$ cat config.mk
export PLATFORM = sky130hd
export DESIGN_NAME = osc_digital_calibration
export DESIGN_NICKNAME = d
export VERILOG_FILES = /design/src/design/osc_cal_pkg.sv /design/src/design/osc_digital_calibration.sv
export SDC_FILE = /design/constraint.sdc
export NUM_CORES = 1
export LEC_CHECK = 0
export ABC_AREA = 1
export BUFFER_PORTS_ARGS = -buffer_cell sky130_fd_sc_hd__buf_2
export CAP_MARGIN = 20
export CORE_MARGIN = 8
export CORE_UTILIZATION = 45
export CTS_CLUSTER_SIZE = 16
export DETAILED_ROUTE_END_ITERATION = 16
export PLACE_DENSITY = 0.68
export SETUP_SLACK_MARGIN = 0.1
export SYNTH_ARGS = -nofsm -noshare
export SYNTH_HDL_FRONTEND = slang
export SYNTH_SLANG_ARGS = --single-unit
$ cat constraint.sdc
create_clock -name CLOCK -period 4.5 [get_ports CLOCK]
set_clock_uncertainty 0.2 [all_clocks]
set_input_delay 0.675 -clock CLOCK [delete_from_list [all_inputs] [get_ports CLOCK]]
set_output_delay 0.675 -clock CLOCK [all_outputs]
set_load 0.005 [all_outputs]
$ cat src/design/osc_cal_pkg.sv
// osc_cal_pkg: register map, field layout, reset values and calibration constants
// assumes: APB slave with 32-bit data, one aligned word per register
package osc_cal_pkg;

    // ------------------------------------------------------------
    // register byte offsets
    // ------------------------------------------------------------
    localparam logic [11:0] ADDR_XT_CAL = 12'h000;
    localparam logic [11:0] ADDR_RC_CAL = 12'h004;
    localparam logic [11:0] ADDR_OSC_CTRL = 12'h008;
    localparam logic [11:0] ADDR_STATUS = 12'h00c;
    localparam logic [11:0] ADDR_CORR_CNT = 12'h010;

    // ------------------------------------------------------------
    // field positions
    // ------------------------------------------------------------
    localparam int XT_OFF_LSB = 0;
    localparam int XT_COARSE_BIT = 7;
    localparam int RC_OFF_LSB = 0;
    localparam int RC_RANGE_LSB = 14;
    localparam int OSC_SEL_BIT = 0;
    localparam int EXT_SLOW_LSB = 4;

    // ------------------------------------------------------------
    // reset values
    // ------------------------------------------------------------
    localparam logic [6:0] XT_OFF_RST = 7'h00;
    localparam logic [13:0] RC_OFF_RST = 14'h0000;
    localparam logic [1:0] FIELD2_RST = 2'h0;
    localparam logic OSC_SEL_RST = 1'b0;

    // ------------------------------------------------------------
    // calibration timing
    // ------------------------------------------------------------
    localparam int CLK_HZ = 40_000_000;
    localparam int XT_PERIOD_S = 32;
    localparam int XT_TICK_HZ = 16384;
    localparam int RC_PERIOD_S = 8192;
    localparam int RC_TICK_HZ = 64;
    // both paths see 2^19 corrected-stage ticks per full period
    localparam logic [20:0] CAL_TICKS = 21'(XT_PERIOD_S * XT_TICK_HZ);
    localparam logic [20:0] RC_CAL_TICKS = 21'(RC_PERIOD_S * RC_TICK_HZ);
    // 122 ppm is 64 steps of 1.907 ppm over the 32 s period
    localparam int EXT_SLOW_STEPS = 64;

    // ------------------------------------------------------------
    // configuration carrier
    // ------------------------------------------------------------
    typedef struct packed {
        logic [6:0] xt_cal_offset;
        logic xt_cal_coarse_sel;
        logic [1:0] xt_ext_slow;
        logic [13:0] rc_cal_offset;
        logic [1:0] rc_cal_range;
        logic osc_select;
    } cal_cfg_t;

endpackage : osc_cal_pkg

$ cat src/design/osc_digital_calibration.sv
// osc_digital_calibration: distributed pulse add/remove on the divided oscillator clock
// assumes: XT_OSC and RC_OSC arrive asynchronously; CLOCK is far faster than both
//
// Functional notes
// RULE1: crystal selected: corrections act on the 16.384 kHz divider stage.
// RULE2: normal crystal mode: offset pulses corrected per 32 second period.
// RULE3: coarse crystal mode: offset pulses corrected per 16 second period.
// RULE4: crystal offset is signed two's complement, -64 to +63.
// RULE5: extended slowdown removes 122 ppm per unit, period unchanged.
// RULE6: crystal corrections spread evenly, jitter at most one 16.384 kHz period.
// RULE7: calibrated tick feeds counters, timers, watchdog and clock output.
// RULE8: software zeroes crystal fields before measuring raw frequency.
// RULE9: software derives crystal settings from measured step count range.
// RULE10: software selects oscillator via osc_select before measuring it.
// RULE11: RC selected: corrections act on the 64 Hz stage with 128 Hz pulses.
// RULE12: RC range 00: corrections per 8,192 seconds, 1.907 ppm steps.
// RULE13: RC range 01: corrections per 4,096 seconds, 3.82 ppm steps.
// RULE14: RC range 10: corrections per 2,048 seconds, 7.64 ppm steps.
// RULE15: RC range 11: corrections per 1,024 seconds, 15.28 ppm steps.
// RULE16: RC offset is signed two's complement, -8,192 to +8,191.
// RULE17: RC corrections spread evenly, jitter at most one 64 Hz period.
// RULE18: software derives RC range and scaled offset from step count.
// RULE19: negative offset removes pulses, positive adds, zero does nothing.
//
// The APB slave port and the address map were chosen for this implementation.
`timescale 1ns/1ps
module osc_digital_calibration
    import osc_cal_pkg::*;
(
    // clock and reset
    input wire logic CLOCK,
    input wire logic RST,
    // oscillator inputs (asynchronous)
    input wire logic XT_OSC,
    input wire logic RC_OSC,
    // apb slave
    input wire logic PSEL,
    input wire logic PENABLE,
    input wire logic PWRITE,
    input wire logic [11:0] PADDR,
    input wire logic [31:0] PWDATA,
    output logic [31:0] PRDATA,
    output logic PREADY,
    output logic PSLVERR,
    // calibrated clock towards counters, timers and clock pin
    output logic CAL_TICK,
    output logic CAL_CLK,
    output logic ACTIVE_OSC
);

    // ------------------------------------------------------------
    // helpers
    // ------------------------------------------------------------
    // even spread: add magnitude each tick, fire when a full period is passed
    function automatic logic [20:0] spread_step(input logic [19:0] acc, input logic [16:0] mag);
        logic [20:0] sum;
        sum = {1'b0, acc} + {4'h0, mag};
        if (sum >= CAL_TICKS) begin
            spread_step = {1'b1, 20'(sum - CAL_TICKS)};
        end else begin
            spread_step = {1'b0, sum[19:0]};
        end
    endfunction : spread_step

    function automatic logic is_mapped(input logic [11:0] a);
        is_mapped = (a == ADDR_XT_CAL) || (a == ADDR_RC_CAL) || (a == ADDR_OSC_CTRL) ||
                    (a == ADDR_STATUS) || (a == ADDR_CORR_CNT);
    endfunction : is_mapped

    // ------------------------------------------------------------
    // oscillator synchronisers
    // ------------------------------------------------------------
    logic [1:0] osc_in;
    logic [1:0] f1_r;
    logic [1:0] f2_r;
    logic [1:0] f3_r;
    logic [1:0] lvl_r;
    logic [1:0] lvl_nxt;
    logic [1:0] rise;

    assign osc_in = {RC_OSC, XT_OSC};

    genvar gi;
    generate
        for (gi = 0; gi < 2; gi++) begin : g_sync
            // three-stage capture, first stage read only by second
            always_ff @(posedge CLOCK) begin
                if (RST) begin
                    f1_r[gi] <= 1'b0;
                    f2_r[gi] <= 1'b0;
                    f3_r[gi] <= 1'b0;
                    lvl_r[gi] <= 1'b0;
                end else begin
                    f1_r[gi] <= osc_in[gi];
                    f2_r[gi] <= f1_r[gi];
                    f3_r[gi] <= f2_r[gi];
                    lvl_r[gi] <= lvl_nxt[gi];
                end
            end
            // level accepted once stages two and three agree
            always_comb begin
                lvl_nxt[gi] = (f2_r[gi] == f3_r[gi]) ? f3_r[gi] : lvl_r[gi];
                rise[gi] = lvl_nxt[gi] && !lvl_r[gi];
            end
        end
    endgenerate

    // ------------------------------------------------------------
    // register file
    // ------------------------------------------------------------
    cal_cfg_t cfg_r;
    cal_cfg_t cfg_nxt;
    logic [15:0] corr_cnt_r;
    logic [15:0] corr_cnt_nxt;
    logic [31:0] prdata_r;
    logic [31:0] prdata_nxt;
    logic wr_en;
    logic access;
    logic fire;
    logic [19:0] acc_r; // spread accumulator, also read back in status

    assign access = PSEL && PENABLE;
    assign wr_en = access && PWRITE;
    assign PREADY = 1'b1;
    assign PSLVERR = access && !is_mapped(PADDR);
    assign PRDATA = prdata_r;

    // write decode and read data captured in the setup cycle
    always_comb begin
        cfg_nxt = cfg_r;
        corr_cnt_nxt = corr_cnt_r;
        prdata_nxt = prdata_r;
        if (wr_en && PADDR == ADDR_XT_CAL) begin
            cfg_nxt.xt_cal_offset = PWDATA[XT_OFF_LSB +: 7];
            cfg_nxt.xt_cal_coarse_sel = PWDATA[XT_COARSE_BIT];
        end
        if (wr_en && PADDR == ADDR_RC_CAL) begin
            cfg_nxt.rc_cal_offset = PWDATA[RC_OFF_LSB +: 14];
            cfg_nxt.rc_cal_range = PWDATA[RC_RANGE_LSB +: 2];
        end
        if (wr_en && PADDR == ADDR_OSC_CTRL) begin
            cfg_nxt.osc_select = PWDATA[OSC_SEL_BIT];
            cfg_nxt.xt_ext_slow = PWDATA[EXT_SLOW_LSB +: 2];
        end
        // clear by write, a correction in the same cycle still counts
        if (wr_en && PADDR == ADDR_CORR_CNT) begin
            corr_cnt_nxt = 16'h0000;
        end
        if (fire) begin
            corr_cnt_nxt = corr_cnt_nxt + 16'h0001;
        end
        if (PSEL && !PENABLE) begin
            prdata_nxt = 32'h0000_0000;
            unique case (PADDR)
                ADDR_XT_CAL: prdata_nxt = {24'h0, cfg_r.xt_cal_coarse_sel, cfg_r.xt_cal_offset};
                ADDR_RC_CAL: prdata_nxt = {16'h0, cfg_r.rc_cal_range, cfg_r.rc_cal_offset};
                ADDR_OSC_CTRL: prdata_nxt = {26'h0, cfg_r.xt_ext_slow, 3'h0, cfg_r.osc_select};
                ADDR_STATUS: prdata_nxt = {11'h0, acc_r[19:0], ACTIVE_OSC};
                ADDR_CORR_CNT: prdata_nxt = {16'h0, corr_cnt_r};
                default: prdata_nxt = 32'h0000_0000;
            endcase
        end
    end

    // register update
    always_ff @(posedge CLOCK) begin
        if (RST) begin
            cfg_r <= '{XT_OFF_RST, 1'b0, FIELD2_RST, RC_OFF_RST, FIELD2_RST, OSC_SEL_RST};
            corr_cnt_r <= 16'h0000;
            prdata_r <= 32'h0000_0000;
        end else begin
            cfg_r <= cfg_nxt;
            corr_cnt_r <= corr_cnt_nxt;
            prdata_r <= prdata_nxt;
        end
    end

    // ------------------------------------------------------------
    // effective correction per full period
    // ------------------------------------------------------------
    logic signed [17:0] xt_eff;
    logic signed [17:0] rc_eff;
    logic signed [17:0] eff;
    logic [17:0] mag_full;
    logic [16:0] mag;
    logic neg;

    // offsets in 32 s units; coarse doubles, slowdown subtracts 64 per unit
    always_comb begin
        xt_eff = 18'({{11{cfg_r.xt_cal_offset[6]}}, cfg_r.xt_cal_offset}); // [RULE4]
        if (cfg_r.xt_cal_coarse_sel) begin
            xt_eff = 18'(xt_eff <<< 1); // [RULE3]
        end
        xt_eff = 18'(xt_eff - 18'(EXT_SLOW_STEPS * int'(cfg_r.xt_ext_slow))); // [RULE5]
        // rc offset scaled by range within one 8,192 s span
        rc_eff = 18'({{4{cfg_r.rc_cal_offset[13]}}, cfg_r.rc_cal_offset}); // [RULE16]
        rc_eff = 18'(rc_eff <<< cfg_r.rc_cal_range); // [RULE12] [RULE13] [RULE14] [RULE15]
        eff = cfg_r.osc_select ? rc_eff : xt_eff; // [RULE11]
        neg = eff[17]; // [RULE19]
        mag_full = neg ? 18'(-eff) : 18'(eff);
        mag = mag_full[16:0];
    end

    // ------------------------------------------------------------
    // divider stage with distributed correction
    // ------------------------------------------------------------
    logic src_edge;
    logic phase_r;
    logic phase_nxt;
    logic [19:0] acc_nxt;
    logic add_pend_r;
    logic add_pend_nxt;
    logic tick_r;
    logic tick_nxt;
    logic clk_r;
    logic clk_nxt;
    logic sel_r;
    logic [20:0] step;

    assign src_edge = cfg_r.osc_select ? rise[1] : rise[0]; // [RULE1] [RULE11]
    assign step = spread_step(acc_r, mag);
    assign fire = src_edge && phase_r && step[20] && (mag != 17'h0)
                  && (cfg_r.osc_select == sel_r); // [RULE19]
    assign CAL_TICK = tick_r;
    assign CAL_CLK = clk_r;
    assign ACTIVE_OSC = sel_r;

    // divide by two; gate the tick or add one on the opposite half
    always_comb begin
        phase_nxt = phase_r;
        acc_nxt = acc_r;
        add_pend_nxt = add_pend_r;
        tick_nxt = 1'b0;
        clk_nxt = clk_r;
        if (cfg_r.osc_select != sel_r) begin
            // oscillator switch restarts the correction span
            phase_nxt = 1'b0;
            acc_nxt = 20'h00000;
            add_pend_nxt = 1'b0;
        end else if (src_edge) begin
            phase_nxt = !phase_r;
            if (phase_r) begin
                acc_nxt = step[19:0]; // [RULE6] [RULE17]
                tick_nxt = !(fire && neg); // [RULE2] [RULE19]
                add_pend_nxt = fire && !neg;
            end else begin
                tick_nxt = add_pend_r; // [RULE11] [RULE2]
                add_pend_nxt = 1'b0;
            end
        end
        if (tick_nxt) begin
            clk_nxt = !clk_r; // [RULE7]
        end
    end

    // divider state registers
    always_ff @(posedge CLOCK) begin
        if (RST) begin
            phase_r <= 1'b0;
            acc_r <= 20'h00000;
            add_pend_r <= 1'b0;
            tick_r <= 1'b0;
            clk_r <= 1'b0;
            sel_r <= OSC_SEL_RST;
        end else begin
            phase_r <= phase_nxt;
            acc_r <= acc_nxt;
            add_pend_r <= add_pend_nxt;
            tick_r <= tick_nxt;
            clk_r <= clk_nxt;
            sel_r <= cfg_r.osc_select;
        end
    end

    // ------------------------------------------------------------
    // assertions
    // ------------------------------------------------------------
    property p_tick_from_edge;
        @(posedge CLOCK) disable iff (RST) CAL_TICK |-> $past(src_edge);
    endproperty
    a_tick_from_edge: assert property (p_tick_from_edge) else $error("stray tick"); // [RULE1]

    property p_neg_gates;
        @(posedge CLOCK) disable iff (RST) (fire && neg) |=> !CAL_TICK ##1 !CAL_TICK;
    endproperty
    a_neg_gates: assert property (p_neg_gates) else $error("removal not gated"); // [RULE19]

    property p_pos_adds;
        @(posedge CLOCK) disable iff (RST)
            (src_edge && !phase_r && add_pend_r && cfg_r.osc_select == sel_r) |=> CAL_TICK;
    endproperty
    a_pos_adds: assert property (p_pos_adds) else $error("inserted tick missing"); // [RULE19]

    property p_pos_add_now;
        @(posedge CLOCK) disable iff (RST) (fire && !neg) |=> CAL_TICK && add_pend_r;
    endproperty
    a_pos_add_now: assert property (p_pos_add_now) else $error("add lost"); // [RULE2]

    property p_zero_none;
        @(posedge CLOCK) disable iff (RST) (eff == 18'sh0) |-> !fire;
    endproperty
    a_zero_none: assert property (p_zero_none) else $error("zero offset fired"); // [RULE19]

    property p_acc_bound;
        @(posedge CLOCK) disable iff (RST) {1'b0, acc_r} < CAL_TICKS;
    endproperty
    a_acc_bound: assert property (p_acc_bound) else $error("accumulator overrun"); // [RULE6]

    property p_switch_restart;
        @(posedge CLOCK) disable iff (RST) (cfg_r.osc_select != sel_r) |=> acc_r == 20'h00000;
    endproperty
    a_switch_restart: assert property (p_switch_restart) else $error("span kept"); // [RULE11]

    property p_xt_min;
        @(posedge CLOCK) disable iff (RST)
            (!cfg_r.osc_select && cfg_r.xt_cal_offset == 7'h40 && cfg_r.xt_cal_coarse_sel
             && cfg_r.xt_ext_slow == 2'h3) |-> (neg && mag == 17'd320);
    endproperty
    a_xt_min: assert property (p_xt_min) else $error("crystal range end wrong"); // [RULE5]

    property p_rc_max;
        @(posedge CLOCK) disable iff (RST)
            (cfg_r.osc_select && cfg_r.rc_cal_offset == 14'h2000 && cfg_r.rc_cal_range == 2'h3)
            |-> (neg && mag == 17'd65536);
    endproperty
    a_rc_max: assert property (p_rc_max) else $error("rc range end wrong"); // [RULE15]

    property p_normal_tick;
        @(posedge CLOCK) disable iff (RST)
            (src_edge && phase_r && !fire && cfg_r.osc_select == sel_r) |=> CAL_TICK;
    endproperty
    a_normal_tick: assert property (p_normal_tick) else $error("plain tick missing"); // [RULE7]

    c_gate: cover property (@(posedge CLOCK) disable iff (RST) fire && neg);
    c_add: cover property (@(posedge CLOCK) disable iff (RST) fire && !neg);
    c_switch: cover property (@(posedge CLOCK) disable iff (RST) $rose(sel_r));

endmodule : osc_digital_calibration

; ---- Word level (Yosys, flattened, before mapping)
; Index checks and enable logic that the tools add are counted.
[word_totals]
ff_bits = 108
in_bits = 51
out_inout_bits = 37
wordCells = 83
[classes]
addsub = 5
magnitude_cmp = 1
eq_ne = 8
n_shift = 1
muxes = 14
n_reduce_logical = 32
[ops]
columns = op, count
row1 = $pmux W21 S5, 1
row2 = $mux W16, 2
row3 = $eq A12 B4 Y1 const B, 2
row4 = $add A20 B17 Y21, 1
row5 = $ge A21 B20 Y1 const B, 1
row6 = $mux W21, 1
row7 = $sub A20 B20 Y20 const B, 1
row8 = $mux W18, 1
row9 = $sshl A14 B2 Y18, 1
row10 = $mux W17, 1
row11 = $neg A17 Y17, 1
row12 = $reduce_bool A17 Y1, 1
row13 = $add A16 B1 Y16 const B, 1
row14 = $logic_and A1 B1 Y1, 16
row15 = $eq A12 B3 Y1 const B, 1
row16 = $eq A12 B5 Y1 const B, 1
row17 = $logic_not A12 Y1, 1
row18 = $sub A8 B9 Y10, 1
row19 = $logic_not A1 Y1, 8
row20 = $mux W1, 7
row21 = $mux W7, 1
row22 = $logic_or A1 B1 Y1, 4
row23 = $eq A1 B1 Y1, 3
row24 = $reduce_and A2 Y1, 1
row25 = 2 further kinds, 2

; ---- Longest topological paths before layout
[logic_depth]
word_depth = 16
mapped_depth = 33
ltp_nobuf = 32

; ---- Worst setup path before layout
; No wires, ideal clock.
[synth_timing]
kind = reg-to-reg
from = register cfg_r[19] (netlist name)
to = register corr_cnt_r[11]
setup_ns = 0.070
t_arrival_ns = 3.816
setup_slack_ns = 0.414
path_stages_with_launch = 32
cell_sequence = dfxtp_1 buf_6 nand2_1 o21ai_0 ha_1 fa_1 or2_2 nand2_1 nor2_1 nand2_2 nor2_4 nand3_2 nand2_1 nand2_1 nand2_2 inv_1 ha_1 a21oi_1 o21ai_0 inv_1 nor2_1 nor2_1 nand3_1 xnor2_1 nand4_1 nand2_1 nor2_1 nand2_4 inv_4 buf_8 nand2_2 a21oi_2
[synth_via]
elab_chain_cells = 12
elab_cells_between_ends = 13
classes_between = add/sub: 3 / order compare: 1 / mux: 5 / reduce/logical: 4
[synth_rtl]
columns = item, line
row1 = start: declaration, osc_digital_calibration.sv:111  ; cal_cfg_t cfg_r;
row2 = start signal: assignment, osc_digital_calibration.sv:168  ; cfg_r <= '{XT_OFF_RST, 1'b0, FIELD2_RST, RC_OFF_RST, FIELD2_RST, OSC_SEL_RST};
row3 = start signal: assignment, osc_digital_calibration.sv:172  ; cfg_r <= cfg_nxt;
row4 = $mux W7 (*), osc_digital_calibration.sv:191  ; if (cfg_r.xt_cal_coarse_sel) begin
row5 = $sub A8 B9 Y10 (*), osc_digital_calibration.sv:194  ; xt_eff = 18'(xt_eff - 18'(EXT_SLOW_STEPS * int'(cfg_r.xt_ext_slow)));
row6 = $mux W18 (*), osc_digital_calibration.sv:198  ; eff = cfg_r.osc_select ? rc_eff : xt_eff;
row7 = $neg A17 Y17, osc_digital_calibration.sv:200  ; mag_full = neg ? 18'(-eff) : 18'(eff);
row8 = $mux W17 (*), osc_digital_calibration.sv:200
row9 = $add A20 B17 Y21, osc_digital_calibration.sv:57  ; sum = {1'b0, acc} + {4'h0, mag};
row10 = $ge A21 B20 Y1, osc_digital_calibration.sv:58  ; if (sum >= CAL_TICKS) begin
row11 = $mux W21, osc_digital_calibration.sv:58
row12 = $logic_and A1 B1 Y1, osc_digital_calibration.sv:222  ; assign fire = src_edge && phase_r && step[20] && (mag != 17'h0)
row13 = $logic_and A1 B1 Y1 (*), osc_digital_calibration.sv:222
row14 = $logic_and A1 B1 Y1 (*), osc_digital_calibration.sv:223  ; && (cfg_r.osc_select == sel_r);
row15 = $mux W16 (*), osc_digital_calibration.sv:149  ; if (fire) begin
row16 = end signal: assignment, osc_digital_calibration.sv:173  ; corr_cnt_r <= corr_cnt_nxt;
row17 = end: declaration, osc_digital_calibration.sv:113  ; logic [15:0] corr_cnt_r;
; Every way passes the cells marked *; elsewhere a longest branch is shown, timed or not.
; A chain may end at the register's enable or synchronous reset.

; ---- Final worst setup path
[layout_timing]
from = register cfg_r[25] (netlist name)
to = register corr_cnt_r[0]
; The elaborated chain is that of the path after synthesis.

==> impl_metrics.ini <==
[die]
die-height_um = 137
dieWidth_um = 137
die_area_sq_um = 18800
rows = 44
start_util_pct = 45.7
core_area_sq_um = 14400
io_pins = 88

[clock_tree]
clkTransAtPathRegs_ns = 0.07
cts_tree = yes
cts_buffers = 9
clock_latency_ns = 0.36
htreeDepth = 3
ctsRootBufferMaster = clkbuf_16
cts.path.max_buffers = 2
clock_sinks = 97
cts_hold_buffers = 0

[routing]
wl_per_cell_um = 14.7
first_pass_iters = 5
vias_per_cell = 5.18
num_vias = 6566
drt_iter0_drc = 414
wirelength_um = 18600
post-route-drc-count = 0
ant_nets = 0

[final_layout]
layout-drive-gt1-share_pct = 20.2
diodes = 0
seqCellArea_sq_um = 1950
fin_area_sq_um = 7680
area_delta_synth_final_pct = 16.5
fin_cells = 1267
final_common_cell = nand2_1
final_cell_mix = nand2_1, inv_1, dfxtp_1, a21oi_1, nor2_1
fillerInstances = 1508
final_nets = 1153
utilization_pct = 53.2
multi_input_area_sq_um = 4140

[power]
power.density_nw_per_um2 = 225
p_int_mw = 1.33
power_frac_seq_pct = 49.9
switching_power_uw = 398
total_power_mw = 1.73
ir_drop_uv = 207
p_clk_share_pct = 46.5
comb_power_share_pct = 3.6
switching_share_pct = 23.1
power_leakage_nw = 3.66

[logic_synthesis]
ys_seq_area_share_pct = 29.5
yosys.area.top_type = dfxtp_1
yosys_register_bits = 97
synth_top_area_share_pct = 29.5
ys_warn_count = 0
syn_area_per_cell_sq_um = 6.47
netlist_instances = 1018
ys_types = 44
synth_area_sq_um = 6590
yosys-top-cells-area = dfxtp_1, nand2_1, a21oi_1

[worst_setup_path]
crit_arrival_ns = 4.26
cp-end-kind = flip-flop
slowest_stage = fa_2
critPathBufInv = 4
crit_top_cell = nand2_2
path_class = reg2reg
crit_family = simple AND/OR/NAND/NOR gates
cp.required_ns = 4.59
slowest_delay_ns = 0.51
path_max_fanout = 5
critPathLaunchType = flip-flop

[sta]
drv_slew = 0
finalHoldViolCount = 0
min_period_over_period_pct = 92.7
final-setup-viol-count = 0
period_minus_slack_ns = 4.17
rsz0062_at_grt = yes
setup_tns_ns = 0
relSlewSlack_pct = 34.1
tightest_slew_ns = 0.986
max_freq_mhz = 240

[run]
cap_violations = 0

[place]
placed_cells = 1248
place_hpwl_um = 14200
gp_congestion = 0.906
placed_cell_area_sq_um = 7030
portBuffers = 59

[grt]
grt-busiest-layer = met2
grt_overflow_total = 0
track_usage_pct = 19.9
antenna_found_initial = 0
grt_start_max_net_pins = 33
grt_pass1_wl_um = 29700
met3_usage_pct = 2.94
grtUsageMet1_pct = 25.5
first_global_vias = 6039
met2_usage_pct = 32.1

[worst_hold_path]
worstHoldPathType = reg2reg

[status]
outcome = completed
-- power by group through the flow --
stage / sequential, mW / clock (mW) / combinational (mW)
2_1_floorplan: 0.883 / 0 / 0.0400
4_1_cts: 0.863 / 0.811 / 0.0614
3_5_place_dp: 0.883 / 0 / 0.0612
5_1_grt: 0.863 / 0.846 / 0.0700
3_3_place_gp: 0.883 / 0 / 0.0605
6_report: 0.863 / 0.803 / 0.0622
-- cells by family (layout without fill, tap and decap cells) --
| logic type | count (synthesis) | in the layout | share of synthesized area [%] |
|---|---|---|---|
| AOI/OAI and AO/OA | 207 | 207 | 17.4 |
| xor gates and xnor gates | 32 | 32 | 4.37 |
| adders and majority gates | 24 | 24 | 4.79 |
| buffers and inverters | 182 | 237 | 12.3 |
| DFF | 97 | 97 | 29.5 |
| other | 2 | 12 | 0.114 |
| and+or+nand+nor | 474 | 474 | 31.6 |
-- state kept, by name (all words and copies together) (netlist names) --
signal	count
f2_r	2
PRDATA	21
lvl_r	2
phase_r	1
f1_r	2
corr_cnt_r	16
acc_r	20
ACTIVE_OSC	1
add_pend_r	1
CAL_TICK	1
CAL_CLK	1
cfg_r	27
f3_r	2
-- cell usage after synthesis (all sizes together) --
cell type  number
a21o            3
nor2           95
or2             4
a21oi         100
nand4          11
nand3          62
clkinv          5
inv           130
clkbuf         20
dfxtp          97
xor2           24
o21ai          80
nor4            2
a211oi          3
o22ai           9
ha             22
a31oi           1
xnor2           8
nor3           12
and2            3
a2111oi         1
nand3b          3
conb            2
fa              2
o211ai          2
nand2         282
o221ai          8
buf            27
-- worst register-to-register path, delay by kind of cell (launching register included) --
kind	cells	cell delay, ns
simple gates	17	1.72
compound gates	5	0.48
flops	1	0.31
buf+inv	4	0.30
fa+ha+maj	3	0.93
xor+xnor	1	0.16
-- path summary, 6_finish.rpt --
check | start | endpoint | slack (ns) | cells past startpoint
min | f1_r[0] | f2_r[0] | 0.22 | 2
max | cfg_r[25] | corr_cnt_r[0] | 0.33 | 30
max reg2reg | cfg_r[25] | corr_cnt_r[0] | 0.33 | 30
min reg2reg | f1_r[0] | f2_r[0] | 0.22 | 2
-- repair_timing --
action / in CTS / in global routing
cloned: 0 / 1
resized for setup: 2 / 65
endpoints found under the setup margin: 17 / 24
pin swaps: 0 / 12
buffers inserted: 0 / 2
-- metal layers --
metal	vias up	wire length (um)	part of all wire (%)
met1	2956	8390	45
li1	3385	-	-
met5	-	0	0
met3	35	1070	5.8
met4	0	655	3.5
met2	190	8470	46
-- stage by stage --
stage          setup WS (ns)  hold WS (ns)
2_1_floorplan          0.414         0.188
6_report               0.329         0.217
4_1_cts                0.103         0.224
3_3_place_gp           0.117         0.189
5_1_grt               0.0365         0.251
3_5_place_dp          0.0113         0.213
-- cell type report --
| cell class | count | share of cell area, % |
|---|---|---|
| multi-input combinational | 749 | 53.9 |
| clock inverter | 6 | 0.864 |
| sequential | 97 | 25.4 |
| tap | 184 | 3.00 |
| inverter | 135 | 6.86 |
| timing repair buffer | 86 | 6.91 |
| clock buffer | 10 | 3.11 |
(Power assumes the default switching activity.)
